**config.mk**
```make
export PLATFORM = sky130hd
export DESIGN_NAME = nvm_fuse_eeprom_ctrl
export DESIGN_NICKNAME = d
export VERILOG_FILES = /design/src/nvm_pkg.sv /design/src/nvm_fuse_eeprom_ctrl.sv /design/src/page_buffer.sv
export VERILOG_INCLUDE_DIRS = /design/src /design/src/src
export SDC_FILE = /design/constraint.sdc
export NUM_CORES = 1
export LEC_CHECK = 0
export BUFFER_PORTS_ARGS = -buffer_cell sky130_fd_sc_hd__buf_2
export CAP_MARGIN = 5
export CORE_AREA = 2 2 184 186
export DETAILED_ROUTE_END_ITERATION = 7
export DIE_AREA = 0 0 186 188
export HOLD_SLACK_MARGIN = 0.12
export PLACE_DENSITY = 0.85
export REMOVE_ABC_BUFFERS = 1
export SLEW_MARGIN = 25
export SYNTH_ARGS = -nofsm -noshare
export SYNTH_HDL_FRONTEND = slang
export SYNTH_SLANG_ARGS = --single-unit
export TNS_END_PERCENT = 50
```
**constraint.sdc**
```tcl
create_clock -name ref_clk -period 5.7 [get_ports ref_clk]
set_input_delay 0.57 -clock ref_clk [delete_from_list [all_inputs] [get_ports ref_clk]]
set_output_delay 0.57 -clock ref_clk [all_outputs]
set_load 0.1 [all_outputs]
```
**src/nvm_regs.svh**
```systemverilog
`ifndef NVM_REGS_SVH
`define NVM_REGS_SVH
// ----------------------------------------
// command codes
// ----------------------------------------
`define CMD_NOP              7'h00
`define CMD_READ_EEPROM      7'h06
`define CMD_READ_FUSES       7'h07
`define CMD_WRITE_LOCK       7'h08
`define CMD_ERASE_EEPROM     7'h30
`define CMD_ERASE_PAGE       7'h32
`define CMD_LOAD_BUFFER      7'h33
`define CMD_WRITE_PAGE       7'h34
`define CMD_ERASE_WRITE_PAGE 7'h35
`define CMD_ERASE_BUFFER     7'h36
// ----------------------------------------
// reset values and timing
// ----------------------------------------
`define LOCK_RESET           8'hff
`define DATA_RESET           8'h00
`define MM_STALL_CYCLES      2'h2
`endif

```
**src/nvm_pkg.sv**
```systemverilog
package nvm_pkg;
  // ----------------------------------------
  // controller states
  // ----------------------------------------
  typedef enum logic [2:0] {
    ST_IDLE,
    ST_FUSE,
    ST_ARRAY,
    ST_EE_RD,
    ST_MM_RD,
    ST_SIG
  } state_t;
  // ----------------------------------------
  // array operations
  // ----------------------------------------
  typedef enum logic [2:0] {
    OP_NONE,
    OP_LOCK,
    OP_BUF_ERASE,
    OP_PAGE_ERASE,
    OP_PAGE_WRITE,
    OP_PAGE_ERASE_WRITE,
    OP_EE_ERASE
  } array_op_t;
  // request to the array, valid for one cycle
  typedef struct packed {
    logic        valid;
    array_op_t   op;
    logic [15:0] addr;
  } array_req_t;
endpackage

```
**src/nvm_fuse_eeprom_ctrl.sv**
```systemverilog
// Operation
// - signature read returns byte during load instruction
// - execute, load, store instructions trigger commands
// - fuse read: busy, halt, result in data byte
// - lock write: busy and halt until done
// - lock write clears eeprom and flash buffers
// - lock write accepted from any section
// - lock bits only become more secure
// - eeprom triggers need unlock unless external; mapped load and store need none
// - byte or whole page eeprom writes
// - eeprom read: one byte, no busy
// - address selects location, data byte carries value
// - low bits pick byte, upper bits page
// - eeprom optionally mapped into data space
// - mapped store uses low address bits only
// - mapped store stalls cpu two cycles
// - mapped mode disables register load and read
// - buffer fill fires on data byte access
// - page erase/write ops busy, no halt
// - buffer and full erase busy; nop idle
// - data byte write loads addressed buffer byte
// - array ops touch only tagged bytes
`timescale 1ns/100ps
`include "nvm_regs.svh"
`default_nettype none
module nvm_fuse_eeprom_ctrl #(
  parameter int         BYTE_MSB     = 4,
  parameter int         PAGE_MSB     = 9,
  parameter logic [6:0] SIG_READ_CMD = 7'h01
) (
  // clock and reset
  input  wire logic                         ref_clk,
  input  wire logic                         rstn,
  input  wire logic                         ce,
  // command registers
  input  wire logic [6:0]                   cmd,
  input  wire logic [15:0]                  addr,
  input  wire logic                         exec_set,
  input  wire logic                         dbyte_wr,
  input  wire logic [7:0]                   dbyte_wdata,
  input  wire logic                         unlock_open,
  input  wire logic                         ext_prog,
  input  wire logic                         eeprom_mapped,
  // cpu instructions and mapped access
  input  wire logic                         pmload_exec,
  input  wire logic [15:0]                  pmload_addr,
  input  wire logic                         mm_store,
  input  wire logic                         mm_load,
  input  wire logic [15:0]                  mm_addr,
  input  wire logic [7:0]                   mm_wdata,
  // array answers
  input  wire logic [7:0]                   fuse_rdata,
  input  wire logic [7:0]                   sig_rdata,
  input  wire logic [7:0]                   ee_rdata,
  input  wire logic                         array_done,
  // status and data
  output logic                              busy_q,
  output logic                              cpu_halt_q,
  output logic                              cpu_stall_q,
  output logic [7:0]                        dbyte_q,
  output logic [7:0]                        lock_bits_q,
  output logic [7:0]                        pmload_data_q,
  output logic                              pmload_valid_q,
  output logic [7:0]                        mm_rdata_q,
  output logic                              mm_rvalid_q,
  // array side
  output logic                              fuse_rd_q,
  output logic                              sig_rd_q,
  output logic                              ee_rd_q,
  output logic [15:0]                       rd_addr_q,
  output var nvm_pkg::array_req_t           req_q,
  output logic                              flash_buf_clear_q,
  output logic [(1<<(BYTE_MSB+1))*8-1:0]    buf_data_q,
  output logic [(1<<(BYTE_MSB+1))-1:0]      buf_tag_q
);
  localparam int BYTES = 1 << (BYTE_MSB + 1);
  localparam int IDX_W = BYTE_MSB + 1;
  // keeps only the page field of an address
  localparam logic [15:0] PAGE_MASK =
    16'((32'h1 << (PAGE_MSB + 1)) - (32'h1 << (BYTE_MSB + 1)));

  // ----------------------------------------
  // trigger decode
  // ----------------------------------------
  nvm_pkg::state_t     state_q, state_d;  // controller state
  logic                idle;              // free for a new trigger
  logic                prot_ok;           // protected trigger allowed
  logic                go;                // accepted execute strobe
  logic                reg_load;          // data byte fill of the buffer
  logic                map_load;          // mapped store into buffer
  logic                buf_load;          // buffer write this cycle
  logic [IDX_W-1:0]    buf_idx;           // buffer byte index
  logic [7:0]          buf_wdata;         // buffer byte
  logic                buf_clear;         // wipe tags

  assign idle    = (state_q == nvm_pkg::ST_IDLE) && !busy_q;
  // external programming needs no unlock sequence
  assign prot_ok = unlock_open || ext_prog;
  assign go      = exec_set && idle;
  // mapped mode shuts the register path off
  assign reg_load = dbyte_wr && idle && prot_ok && !eeprom_mapped
                    && (cmd == `CMD_LOAD_BUFFER);
  assign map_load = mm_store && idle && eeprom_mapped;
  assign buf_load = reg_load || map_load;
  // only the low address bits pick the buffer byte
  assign buf_idx   = map_load ? mm_addr[BYTE_MSB:0]
                              : addr[BYTE_MSB:0];
  assign buf_wdata = map_load ? mm_wdata : dbyte_wdata;

  // ----------------------------------------
  // controller next state
  // ----------------------------------------
  logic                busy_d, halt_d;
  logic [7:0]          dbyte_d, lock_d, pmload_data_d, mm_rdata_d;
  logic                pmload_valid_d, mm_rvalid_d;
  logic                fuse_rd_d, sig_rd_d, ee_rd_d, flash_clr_d;
  logic [15:0]         rd_addr_d;
  nvm_pkg::array_req_t req_d;

  // command decode for execute triggers; signature and mapped reads are checked after it
  always_comb begin
    state_d     = state_q;
    busy_d      = busy_q;
    halt_d      = cpu_halt_q;
    dbyte_d     = dbyte_wr ? dbyte_wdata : dbyte_q;
    lock_d      = lock_bits_q;
    pmload_data_d  = pmload_data_q;
    mm_rdata_d  = mm_rdata_q;
    pmload_valid_d = 1'b0;
    mm_rvalid_d = 1'b0;
    fuse_rd_d   = 1'b0;
    sig_rd_d    = 1'b0;
    ee_rd_d     = 1'b0;
    flash_clr_d = 1'b0;
    buf_clear   = 1'b0;
    rd_addr_d   = rd_addr_q;
    req_d       = '0;
    case (state_q)
      nvm_pkg::ST_IDLE: begin
        if (go) begin
          case (cmd)
            // fuse read halts the cpu, needs no unlock
            `CMD_READ_FUSES: begin
              state_d   = nvm_pkg::ST_FUSE;
              busy_d    = 1'b1;
              halt_d    = 1'b1;
              fuse_rd_d = 1'b1;
              rd_addr_d = addr;
            end
            // lock write from either flash section
            `CMD_WRITE_LOCK: begin
              if (prot_ok) begin
                lock_d      = lock_bits_q & dbyte_q;
                buf_clear   = 1'b1;
                flash_clr_d = 1'b1;
                state_d     = nvm_pkg::ST_ARRAY;
                busy_d      = 1'b1;
                halt_d      = 1'b1;
                req_d       = '{1'b1, nvm_pkg::OP_LOCK, 16'h0000};
              end
            end
            // page operations carry the page field only
            `CMD_ERASE_PAGE, `CMD_WRITE_PAGE, `CMD_ERASE_WRITE_PAGE: begin
              if (prot_ok) begin
                state_d    = nvm_pkg::ST_ARRAY;
                busy_d     = 1'b1;
                req_d.valid = 1'b1;
                req_d.addr = addr & PAGE_MASK;
                req_d.op   = (cmd == `CMD_ERASE_PAGE) ? nvm_pkg::OP_PAGE_ERASE :
                             (cmd == `CMD_WRITE_PAGE) ? nvm_pkg::OP_PAGE_WRITE :
                                                        nvm_pkg::OP_PAGE_ERASE_WRITE;
              end
            end
            // no address for these two
            `CMD_ERASE_BUFFER, `CMD_ERASE_EEPROM: begin
              if (prot_ok) begin
                state_d     = nvm_pkg::ST_ARRAY;
                busy_d      = 1'b1;
                req_d.valid = 1'b1;
                req_d.op    = (cmd == `CMD_ERASE_BUFFER) ? nvm_pkg::OP_BUF_ERASE
                                                         : nvm_pkg::OP_EE_ERASE;
              end
            end
            // single byte read, no busy and no halt
            `CMD_READ_EEPROM: begin
              if (prot_ok && !eeprom_mapped) begin
                state_d   = nvm_pkg::ST_EE_RD;
                ee_rd_d   = 1'b1;
                rd_addr_d = addr;
              end
            end
            // nop and unknown codes do nothing
            default: begin
              state_d = nvm_pkg::ST_IDLE;
            end
          endcase
        end else if (pmload_exec && cmd == SIG_READ_CMD) begin
          state_d   = nvm_pkg::ST_SIG;
          sig_rd_d  = 1'b1;
          rd_addr_d = pmload_addr;
        end else if (mm_load && eeprom_mapped) begin
          state_d   = nvm_pkg::ST_MM_RD;
          ee_rd_d   = 1'b1;
          rd_addr_d = mm_addr;
        end
      end
      // fuse byte arrives the cycle after the strobe
      nvm_pkg::ST_FUSE: begin
        dbyte_d = fuse_rdata;
        busy_d  = 1'b0;
        halt_d  = 1'b0;
        state_d = nvm_pkg::ST_IDLE;
      end
      // wait for the array, busy ends on its done
      nvm_pkg::ST_ARRAY: begin
        if (array_done) begin
          busy_d  = 1'b0;
          halt_d  = 1'b0;
          state_d = nvm_pkg::ST_IDLE;
        end
      end
      nvm_pkg::ST_EE_RD: begin
        dbyte_d = ee_rdata;
        state_d = nvm_pkg::ST_IDLE;
      end
      nvm_pkg::ST_MM_RD: begin
        mm_rdata_d  = ee_rdata;
        mm_rvalid_d = 1'b1;
        state_d     = nvm_pkg::ST_IDLE;
      end
      nvm_pkg::ST_SIG: begin
        pmload_data_d  = sig_rdata;
        pmload_valid_d = 1'b1;
        state_d     = nvm_pkg::ST_IDLE;
      end
      default: begin
        state_d = nvm_pkg::ST_IDLE;
      end
    endcase
  end

  // controller registers
  always_ff @(posedge ref_clk or negedge rstn) begin
    if (!rstn) begin
      state_q           <= nvm_pkg::ST_IDLE;
      busy_q            <= 1'b0;
      cpu_halt_q        <= 1'b0;
      dbyte_q           <= `DATA_RESET;
      lock_bits_q       <= `LOCK_RESET;
      pmload_data_q     <= `DATA_RESET;
      pmload_valid_q    <= 1'b0;
      mm_rdata_q        <= `DATA_RESET;
      mm_rvalid_q       <= 1'b0;
      fuse_rd_q         <= 1'b0;
      sig_rd_q          <= 1'b0;
      ee_rd_q           <= 1'b0;
      rd_addr_q         <= '0;
      req_q             <= '0;
      flash_buf_clear_q <= 1'b0;
    end else if (ce) begin
      state_q           <= state_d;
      busy_q            <= busy_d;
      cpu_halt_q        <= halt_d;
      dbyte_q           <= dbyte_d;
      lock_bits_q       <= lock_d;
      pmload_data_q     <= pmload_data_d;
      pmload_valid_q    <= pmload_valid_d;
      mm_rdata_q        <= mm_rdata_d;
      mm_rvalid_q       <= mm_rvalid_d;
      fuse_rd_q         <= fuse_rd_d;
      sig_rd_q          <= sig_rd_d;
      ee_rd_q           <= ee_rd_d;
      rd_addr_q         <= rd_addr_d;
      req_q             <= req_d;
      flash_buf_clear_q <= flash_clr_d;
    end
  end

  // ----------------------------------------
  // mapped store stall
  // ----------------------------------------
  logic [1:0] stall_cnt_q, stall_cnt_d;  // cycles left to stall

  // two stall cycles after each mapped buffer store
  always_comb begin
    stall_cnt_d = stall_cnt_q;
    if (map_load) begin
      stall_cnt_d = `MM_STALL_CYCLES;
    end else if (stall_cnt_q != 2'h0) begin
      stall_cnt_d = stall_cnt_q - 2'h1;
    end
  end

  always_ff @(posedge ref_clk or negedge rstn) begin
    if (!rstn) begin
      stall_cnt_q <= 2'h0;
      cpu_stall_q <= 1'b0;
    end else if (ce) begin
      stall_cnt_q <= stall_cnt_d;
      cpu_stall_q <= (stall_cnt_d != 2'h0);
    end
  end

  // ----------------------------------------
  // page buffer, tags tell the array what to touch
  // ----------------------------------------
  page_buffer #(
    .BYTES (BYTES),
    .IDX_W (IDX_W)
  ) page_buffer_inst (
    .ref_clk (ref_clk),
    .rstn    (rstn),
    .ce      (ce),
    .load    (buf_load),
    .idx     (buf_idx),
    .wdata   (buf_wdata),
    .clear   (buf_clear),
    .data_q  (buf_data_q),
    .tag_q   (buf_tag_q)
  );
endmodule
`default_nettype wire

```
**src/page_buffer.sv**
```systemverilog
`timescale 1ns/100ps
`default_nettype none
// ----------------------------------------
// eeprom page buffer with load tags
// ----------------------------------------
module page_buffer #(
  parameter int BYTES = 32,
  parameter int IDX_W = 5
) (
  // clock and reset
  input  wire logic               ref_clk,
  input  wire logic               rstn,
  input  wire logic               ce,
  // load and clear
  input  wire logic               load,
  input  wire logic [IDX_W-1:0]   idx,
  input  wire logic [7:0]         wdata,
  input  wire logic               clear,
  // contents
  output logic      [BYTES*8-1:0] data_q,
  output logic      [BYTES-1:0]   tag_q
);
  logic [BYTES*8-1:0] data_d;   // next contents
  logic [BYTES-1:0]   tag_d;    // next tags

  // clear wins over a load in the same cycle
  always_comb begin
    data_d = data_q;
    tag_d  = tag_q;
    if (clear) begin
      tag_d = '0;
    end else if (load) begin
      data_d[idx*8 +: 8] = wdata;
      tag_d[idx]         = 1'b1;
    end
  end

  // only registers
  always_ff @(posedge ref_clk or negedge rstn) begin
    if (!rstn) begin
      data_q <= '0;
      tag_q  <= '0;
    end else if (ce) begin
      data_q <= data_d;
      tag_q  <= tag_d;
    end
  end
endmodule
`default_nettype wire

```
* Yosys cells after proc, flatten, opt, wreduce, memory -nomap -nowiden
Index checks and enable logic that the tools add are counted.
** Word-level totals
- Register bits after elaboration :: 370
- Bits of input ports :: 107
- Word-level logic and storage cells :: 152
** Cells by class
- Add/sub/neg operators :: 2
- Magnitude comparators :: 2
- Eq/ne operators :: 26
- Shift operators :: 2
- Multiplexer cells :: 60
- Bitwise gates (word level) :: 3
- Reductions and logical operators :: 36
** Operator list (number)
- 256-bit bitwise mux :: 1
- 8-bit by 34-bit variable shift with 256-bit output, first input constant :: 1
- 8-bit by 34-bit variable part select with 256-bit output :: 1
- 20-bit 2-to-1 mux :: 4
- 16-bit 2-to-1 mux :: 4
- 32-bit 2-to-1 mux :: 2
- 16-bit case mux with 2 select lines :: 2
- 7-bit by 6-bit equality test with 1-bit output, second input constant :: 6
- 8-bit negator with 34-bit output :: 1
- 32-bit bitwise OR :: 1
- 1-bit 2-to-1 mux :: 24
- 3-bit 2-to-1 mux :: 8
- 8-bit 2-to-1 mux :: 2
- 8-bit case mux with 2 select lines :: 1
- 5-bit AND reduction :: 3
- 7-bit by 3-bit equality test with 1-bit output, second input constant :: 2
- 1-bit logical AND :: 12
- 4-bit case mux with 3 select lines :: 1
- 6-bit AND reduction :: 2
- 3-bit inequality test, second input constant :: 3
- 3-bit case mux with 3 select lines :: 1
- 3-bit nonzero test :: 3
- 8-bit AND :: 1
- 4-bit inequality test, second input constant :: 2
- other kinds (29) :: 43

* Depth between registers and ports, before layout
- Depth after elaboration :: 12
- Depth in mapped cells :: 21
- Gate-level depth less buffers :: 14

* Hierarchy
A second synthesis with hierarchy kept.
** Second synthesis, totals
- Cells, all modules :: 1424
- Area total of the unflattened synthesis :: 15720.1 um^2
** Modules (own cells, without submodules)
- page_buffer :: instances 1, cells each 1074, area an instance 12066.6 um^2, sequential area each 7206.9 um^2
- nvm_fuse_eeprom_ctrl :: instances 1, cells each 350, area an instance 3653.5 um^2, sequential area each 1786.7 um^2

* Worst setup path after synthesis
OpenSTA, ideal clock, no wires.
- Kind :: register -> register
- Start :: register busy_q
- End :: register page_buffer_inst.data_q[144]
- Setup time :: 0.126 ns
- Data arrival time :: 5.103 ns
- Required time :: 5.574 ns
- Slack :: 0.470 ns
- Cell stages (with the launch flop) :: 21
- Period minus slack after synthesis :: 5.230 ns
- Cells stage by stage :: dfrtp_1 > or4_4 > buf_6 > nor2_2 > buf_1 > buf_1 > nand2_1 > nand2_1 > inv_1 > ha_1 > buf_1 > clkinv_1 > nor2_1 > ha_1 > a2111oi_0 > a21oi_1 > a21o_1 > buf_6 > buf_12 > nor3_4 > mux2_4
** On the way
- Longest elaborated chain between the ends :: 8
- Elaborated cells between the ends (all ways) :: 20
- Those cells by class :: 1 x add/sub; 2 x shift; 5 x mux; 1 x bitwise; 11 x reduce/logical
** RTL lines
- start: declaration :: line nvm_fuse_eeprom_ctrl.sv:57 : output logic busy_q,
- start signal: assignment :: line nvm_fuse_eeprom_ctrl.sv:262 : busy_q <= busy_d;
- 1-bit zero test * :: line nvm_fuse_eeprom_ctrl.sv:96 : assign idle = (state_q == nvm_pkg::ST_IDLE) && !busy_q;
- 1-bit logical AND * :: line nvm_fuse_eeprom_ctrl.sv:96
- 1-bit logical AND (on tied branches) (2 in series) :: line nvm_fuse_eeprom_ctrl.sv:103, nvm_fuse_eeprom_ctrl.sv:101
- 5-bit 2-to-1 mux or 1-bit logical AND (tied branches) :: line nvm_fuse_eeprom_ctrl.sv:106, nvm_fuse_eeprom_ctrl.sv:101
- 8-bit negator with 34-bit output or 1-bit logical AND (tied branches) :: line page_buffer.sv:33, nvm_fuse_eeprom_ctrl.sv:101
- 8-bit by 34-bit variable part select with 256-bit output (tied with other cells) :: line page_buffer.sv:33 : data_d[idx*8 +: 8] = wdata;
- 256-bit bitwise mux or 3-bit AND reduction (tied branches)
- end signal: assignment :: line page_buffer.sv:44 : data_q <= data_d;
- end: declaration :: line page_buffer.sv:20 : output logic [BYTES*8-1:0] data_q,
Every way passes the cells marked *; elsewhere a longest branch is shown, timed or not.
A chain may end at the register's enable or synchronous reset.

* Worst setup path after layout
- Start :: register state_q[1]
- End :: register page_buffer_inst.data_q[100]
** On the way
- Longest elaborated chain between the ends :: 8
- Elaborated cells between the ends (all ways) :: 20
- Those cells by class :: 1 x add/sub; 2 x shift; 5 x mux; 1 x bitwise; 11 x reduce/logical
** RTL lines
- start: declaration :: line nvm_fuse_eeprom_ctrl.sv:85 : nvm_pkg::state_t state_q, state_d;
- start signal: assignment :: line nvm_fuse_eeprom_ctrl.sv:245 : state_q <= nvm_pkg::ST_IDLE;
- start signal: assignment :: line nvm_fuse_eeprom_ctrl.sv:261 : state_q <= state_d;
- 3-bit zero test * :: line nvm_fuse_eeprom_ctrl.sv:96, nvm_fuse_eeprom_ctrl.sv:138
- 1-bit logical AND :: line nvm_fuse_eeprom_ctrl.sv:96
- 1-bit logical AND (on tied branches) (2 in series) :: line nvm_fuse_eeprom_ctrl.sv:103, nvm_fuse_eeprom_ctrl.sv:101
- 5-bit 2-to-1 mux or 1-bit logical AND (tied branches) :: line nvm_fuse_eeprom_ctrl.sv:106, nvm_fuse_eeprom_ctrl.sv:101
- 8-bit negator with 34-bit output or 1-bit logical AND (tied branches) :: line page_buffer.sv:33, nvm_fuse_eeprom_ctrl.sv:101
- 8-bit by 34-bit variable part select with 256-bit output (tied with other cells) :: line page_buffer.sv:33
- 256-bit bitwise mux or 3-bit AND reduction (tied branches)
Marked as above.

==> metrics.csv <==
stage;metric;value;unit
synth;Gate Count Post-Synth;1224;
finish;share of layout cells above drive strength 1;0.5079;
sta;Max Freq;185.9;MHz
sta;clock skew;0.01224;ns
clock_tree;Longest Clk Path Bufs;3;
synth;compound-gate portion of the synthesized area;0.06467;
global_route;gr usage total;0.2790;
global_route;largest net degree at the start of global routing;180;
synth;top cells by area, synth;dfrtp_1 55%, mux2_2 20%, nand2_1 2.5%;
power;maximum vdd ir drop;0.3052;mV
synth;mapped cell area;0.01590;mm^2
critical_path;Setup crit end kind;register;
power;total power;7993;uW
clock_tree;clock slew at reported path FFs;0.06;ns
clock_tree;post-CTS sizing;0;
synth;flops & latches, synth;359;
floorplan;I/O pin cnt;472;
routing;Starting DRT DRC Count;626;
synth;area leader, netlist;dfrtp_1;
synth;Syn. warnings;0;
clock_tree;root buffer cell;clkbuf_16;
critical_path;required time worst endpoint;6.11;ns
critical_path;slowest stage delay, CP;0.64;ns
synth;Adder-Cell Fraction of Synth Area;0.003934;
critical_path;reg2reg setup slack;0.32;ns
synth;Synth cell types;73;
clock_tree;clk_lat worst skew;0.53;ns
clock_tree;CTS tree;yes;
critical_path;CP Class;register to register;
floorplan;Placement Rows;67;
synth;largest family of logic cells by synthesized area;multiplexers;
sta;final setup fails;0;
synth;Top FF cell, synth;dfrtp_1;
power;Leak;0.01095;uW
sta;worst relative slew slack;0.3038;
floorplan;Die X;186;um
critical_path;Max Fanout on Critical Path;27;
synth;asr flop ratio synth;1.000;
floorplan;starting density of the core;0.4803;
placement;Detailed Place HPWL;36.58;mm
finish;Fillers;2565;
routing;DRC;0;
finish;Reg area;0.008994;mm^2
critical_path;Startpoint Class;register;
synth;Synth Area in XOR/XNOR;0.001101;
floorplan;Die Y;188;um
clock_tree;CTS Buf Count;38;
critical_path;Crit path arrival time;5.79;ns
clock_tree;Post-CTS Repair Setup Buffers;0;
synth;register area share after synthesis;0.5655;
clock_tree;Post-CTS Hold Fix Bufs;1;
finish;area grow syn2layout;25.45;%
sta;Slew @ Worst Pin;1.036;ns
run_status;status;finished, final reports clean;
sta;Max Slew Vio Count;0;
sta;Hold Fails Final Rpt;0;
floorplan;core area;0.03311;mm^2
clock_tree;clock sink count;359;
min_path;worst hold path type;input pin to register;
finish;multi-input logic area;0.006545;mm^2
clock_tree;H-tree Lvls;2;
power;Pwr Density;400.6;mW/mm^2
routing;drt via density;5.596;
critical_path;worst-path cell with the longest stage delay;dfrtp_1;
finish;Nets;1800;
synth;mux contribution to synthesized area;0.2370;
synth;synthesized area per cell;12.99;um^2
placement;RePlAce Congestion;0.9294;
finish;commonest non-fill, non-tap cell in the layout;buf_2;
sta;Fin Setup TNS;0;ns
flow_run;max-capacitance violation count;0;
synth;Synth top area share;0.5523;
global_route;antenna violations before repair;4;
sta;RSZ-0062 raised after global routing;false;
global_route;vias in the first global route;12310;
routing;Vias;12130;
global_route;first-pass GRT wire length;73.64;mm
finish;most frequent cells in the layout;459 x buf_2, 351 x dfrtp_1, 277 x mux2_2;
routing;post-route ant nets;0;
placement;port bufs;460;
critical_path;CP cell instances;nor4_4 -> nand2_4 -> mux2i_4 -> ha_1 -> nor2b_1 -> o211ai_1 -> nand2_2 -> nor3_2 -> nand4_1 -> mux2_2;
synth;simple-gate portion of the synthesized area;0.1013;
floorplan;die footprint;0.03497;mm^2
sta;Tmin final;5.381;ns
routing;Detailed Route WL;49.44;mm
synth;Post-synth EDFFs;0;
global_route;global route overflow;0;
routing;drt first pass iters;6;
routing;WL/cell;22.80;um
sta;Period Utilization, post-route;0.9440;
-- synthesized netlist by cell type (all sizes together), types with 2 or more instances --
cell	instances
or4bb	2
mux2	296
o211ai	2
nand4	13
and2	19
nor4b	2
dfrtp	351
buf	33
a21o	3
dfstp	8
o2111ai	2
o22ai	9
nor3	37
nand3	6
nor2	50
nand4b	6
o21a	9
mux2i	37
nand2b	9
nand2	107
ha	5
and3	4
nor3b	2
a211oi	2
clkbuf	29
or3	9
a21boi	2
inv	21
nor2b	6
a2111oi	2
o41ai	2
nor4	7
a21oi	29
clkinv	2
xnor2	2
o21ai	45
a31oi	3
a22o	33
a22oi	4
-- state kept, by name, summed over array words and instances (netlist names) --
signal	flops
stall_cnt_q	2
ee_rd_q	1
fuse_rd_q	1
state_q	3
page_buffer_inst.tag_q	32
flash_buf_clear_q	1
mm_rvalid_q	1
busy_q	1
sig_rd_q	1
lock_bits_q	8
mm_rdata_q	8
pmload_data_q	8
dbyte_q	8
req_q	9
cpu_halt_q	1
page_buffer_inst.data_q	256
pmload_valid_q	1
cpu_stall_q	1
rd_addr_q	16
-- power breakdown --
part / switching [uW] / leakage, uW / internal [uW]
logic: 2140 / 0.00551 / 418
registers: 132 / 0.00483 / 2770
clock network: 1060 / 0.000616 / 1480
-- path summary, 6_finish.rpt --
path | start | endpoint | depth (start not counted)
setup / recovery | state_q[1] | page_buffer_inst.data_q[100] | 10
hold / removal | sig_rdata[3] | pmload_data_q[3] | 2
setup reg to reg | state_q[1] | page_buffer_inst.data_q[100] | 10
hold reg to reg | lock_bits_q[5] | lock_bits_q[5] | 1
max in group asynchronous | rstn | req_q[9] | 4
min in group asynchronous | rstn | page_buffer_inst.data_q[211] | 2
-- metal layers --
layer	global-route usage	vias to the layer above	share of wire	routed length, um
li1	-	5324	-	-
met4	0.1254	4	0.044	2180
met1	0.3473	6099	0.39	19480
met2	0.4541	564	0.48	23620
met5	0	-	0.00057	28
met3	0.07497	141	0.084	4128
-- critical path: cells and delay by family, from the launching register on --
kind | cells | cell delay, ns
AOI/OAI and AO/OA | 1 | 0.60
adders and majority gates | 1 | 0.54
DFF | 1 | 0.64
muxes | 2 | 0.94
and+or+nand+nor | 6 | 2.51
-- cell type report --
type | instances | area share
sequential | 359 | 0.4508
inverter | 23 | 0.004327
antenna | 3 | 0.0003763
tap | 448 | 0.02809
clock buffer | 49 | 0.05381
multi-input combinational | 790 | 0.3280
timing repair buffer | 476 | 0.1243
clock inverter | 20 | 0.01028
-- metrics by stage --
stage,area (um^2),utilization,std cells,worst slack (ns),hold slack [ns]
global route,19950,0.6025,2167,0.005475,0.2744
detailed placement,18630,0.5626,2094,0.3372,0.3952
CTS,19920,0.6015,2164,0.4500,0.2590
floorplan,15610,-,1172,0.5861,0.2744
global placement,18620,0.5624,2094,0.4472,0.3925
finish,19950,0.6025,2168,0.3194,0.2760
-- cells by family after synthesis --
logic type / Yosys count
DFF: 359
muxes: 333
and+or+nand+nor: 285
AOI/OAI and AO/OA: 154
buffers and inverters: 85
adders and majority gates: 5
xor gates and xnor gates: 2
other: 1
Note: power is estimated with default switching activity, not from simulation.
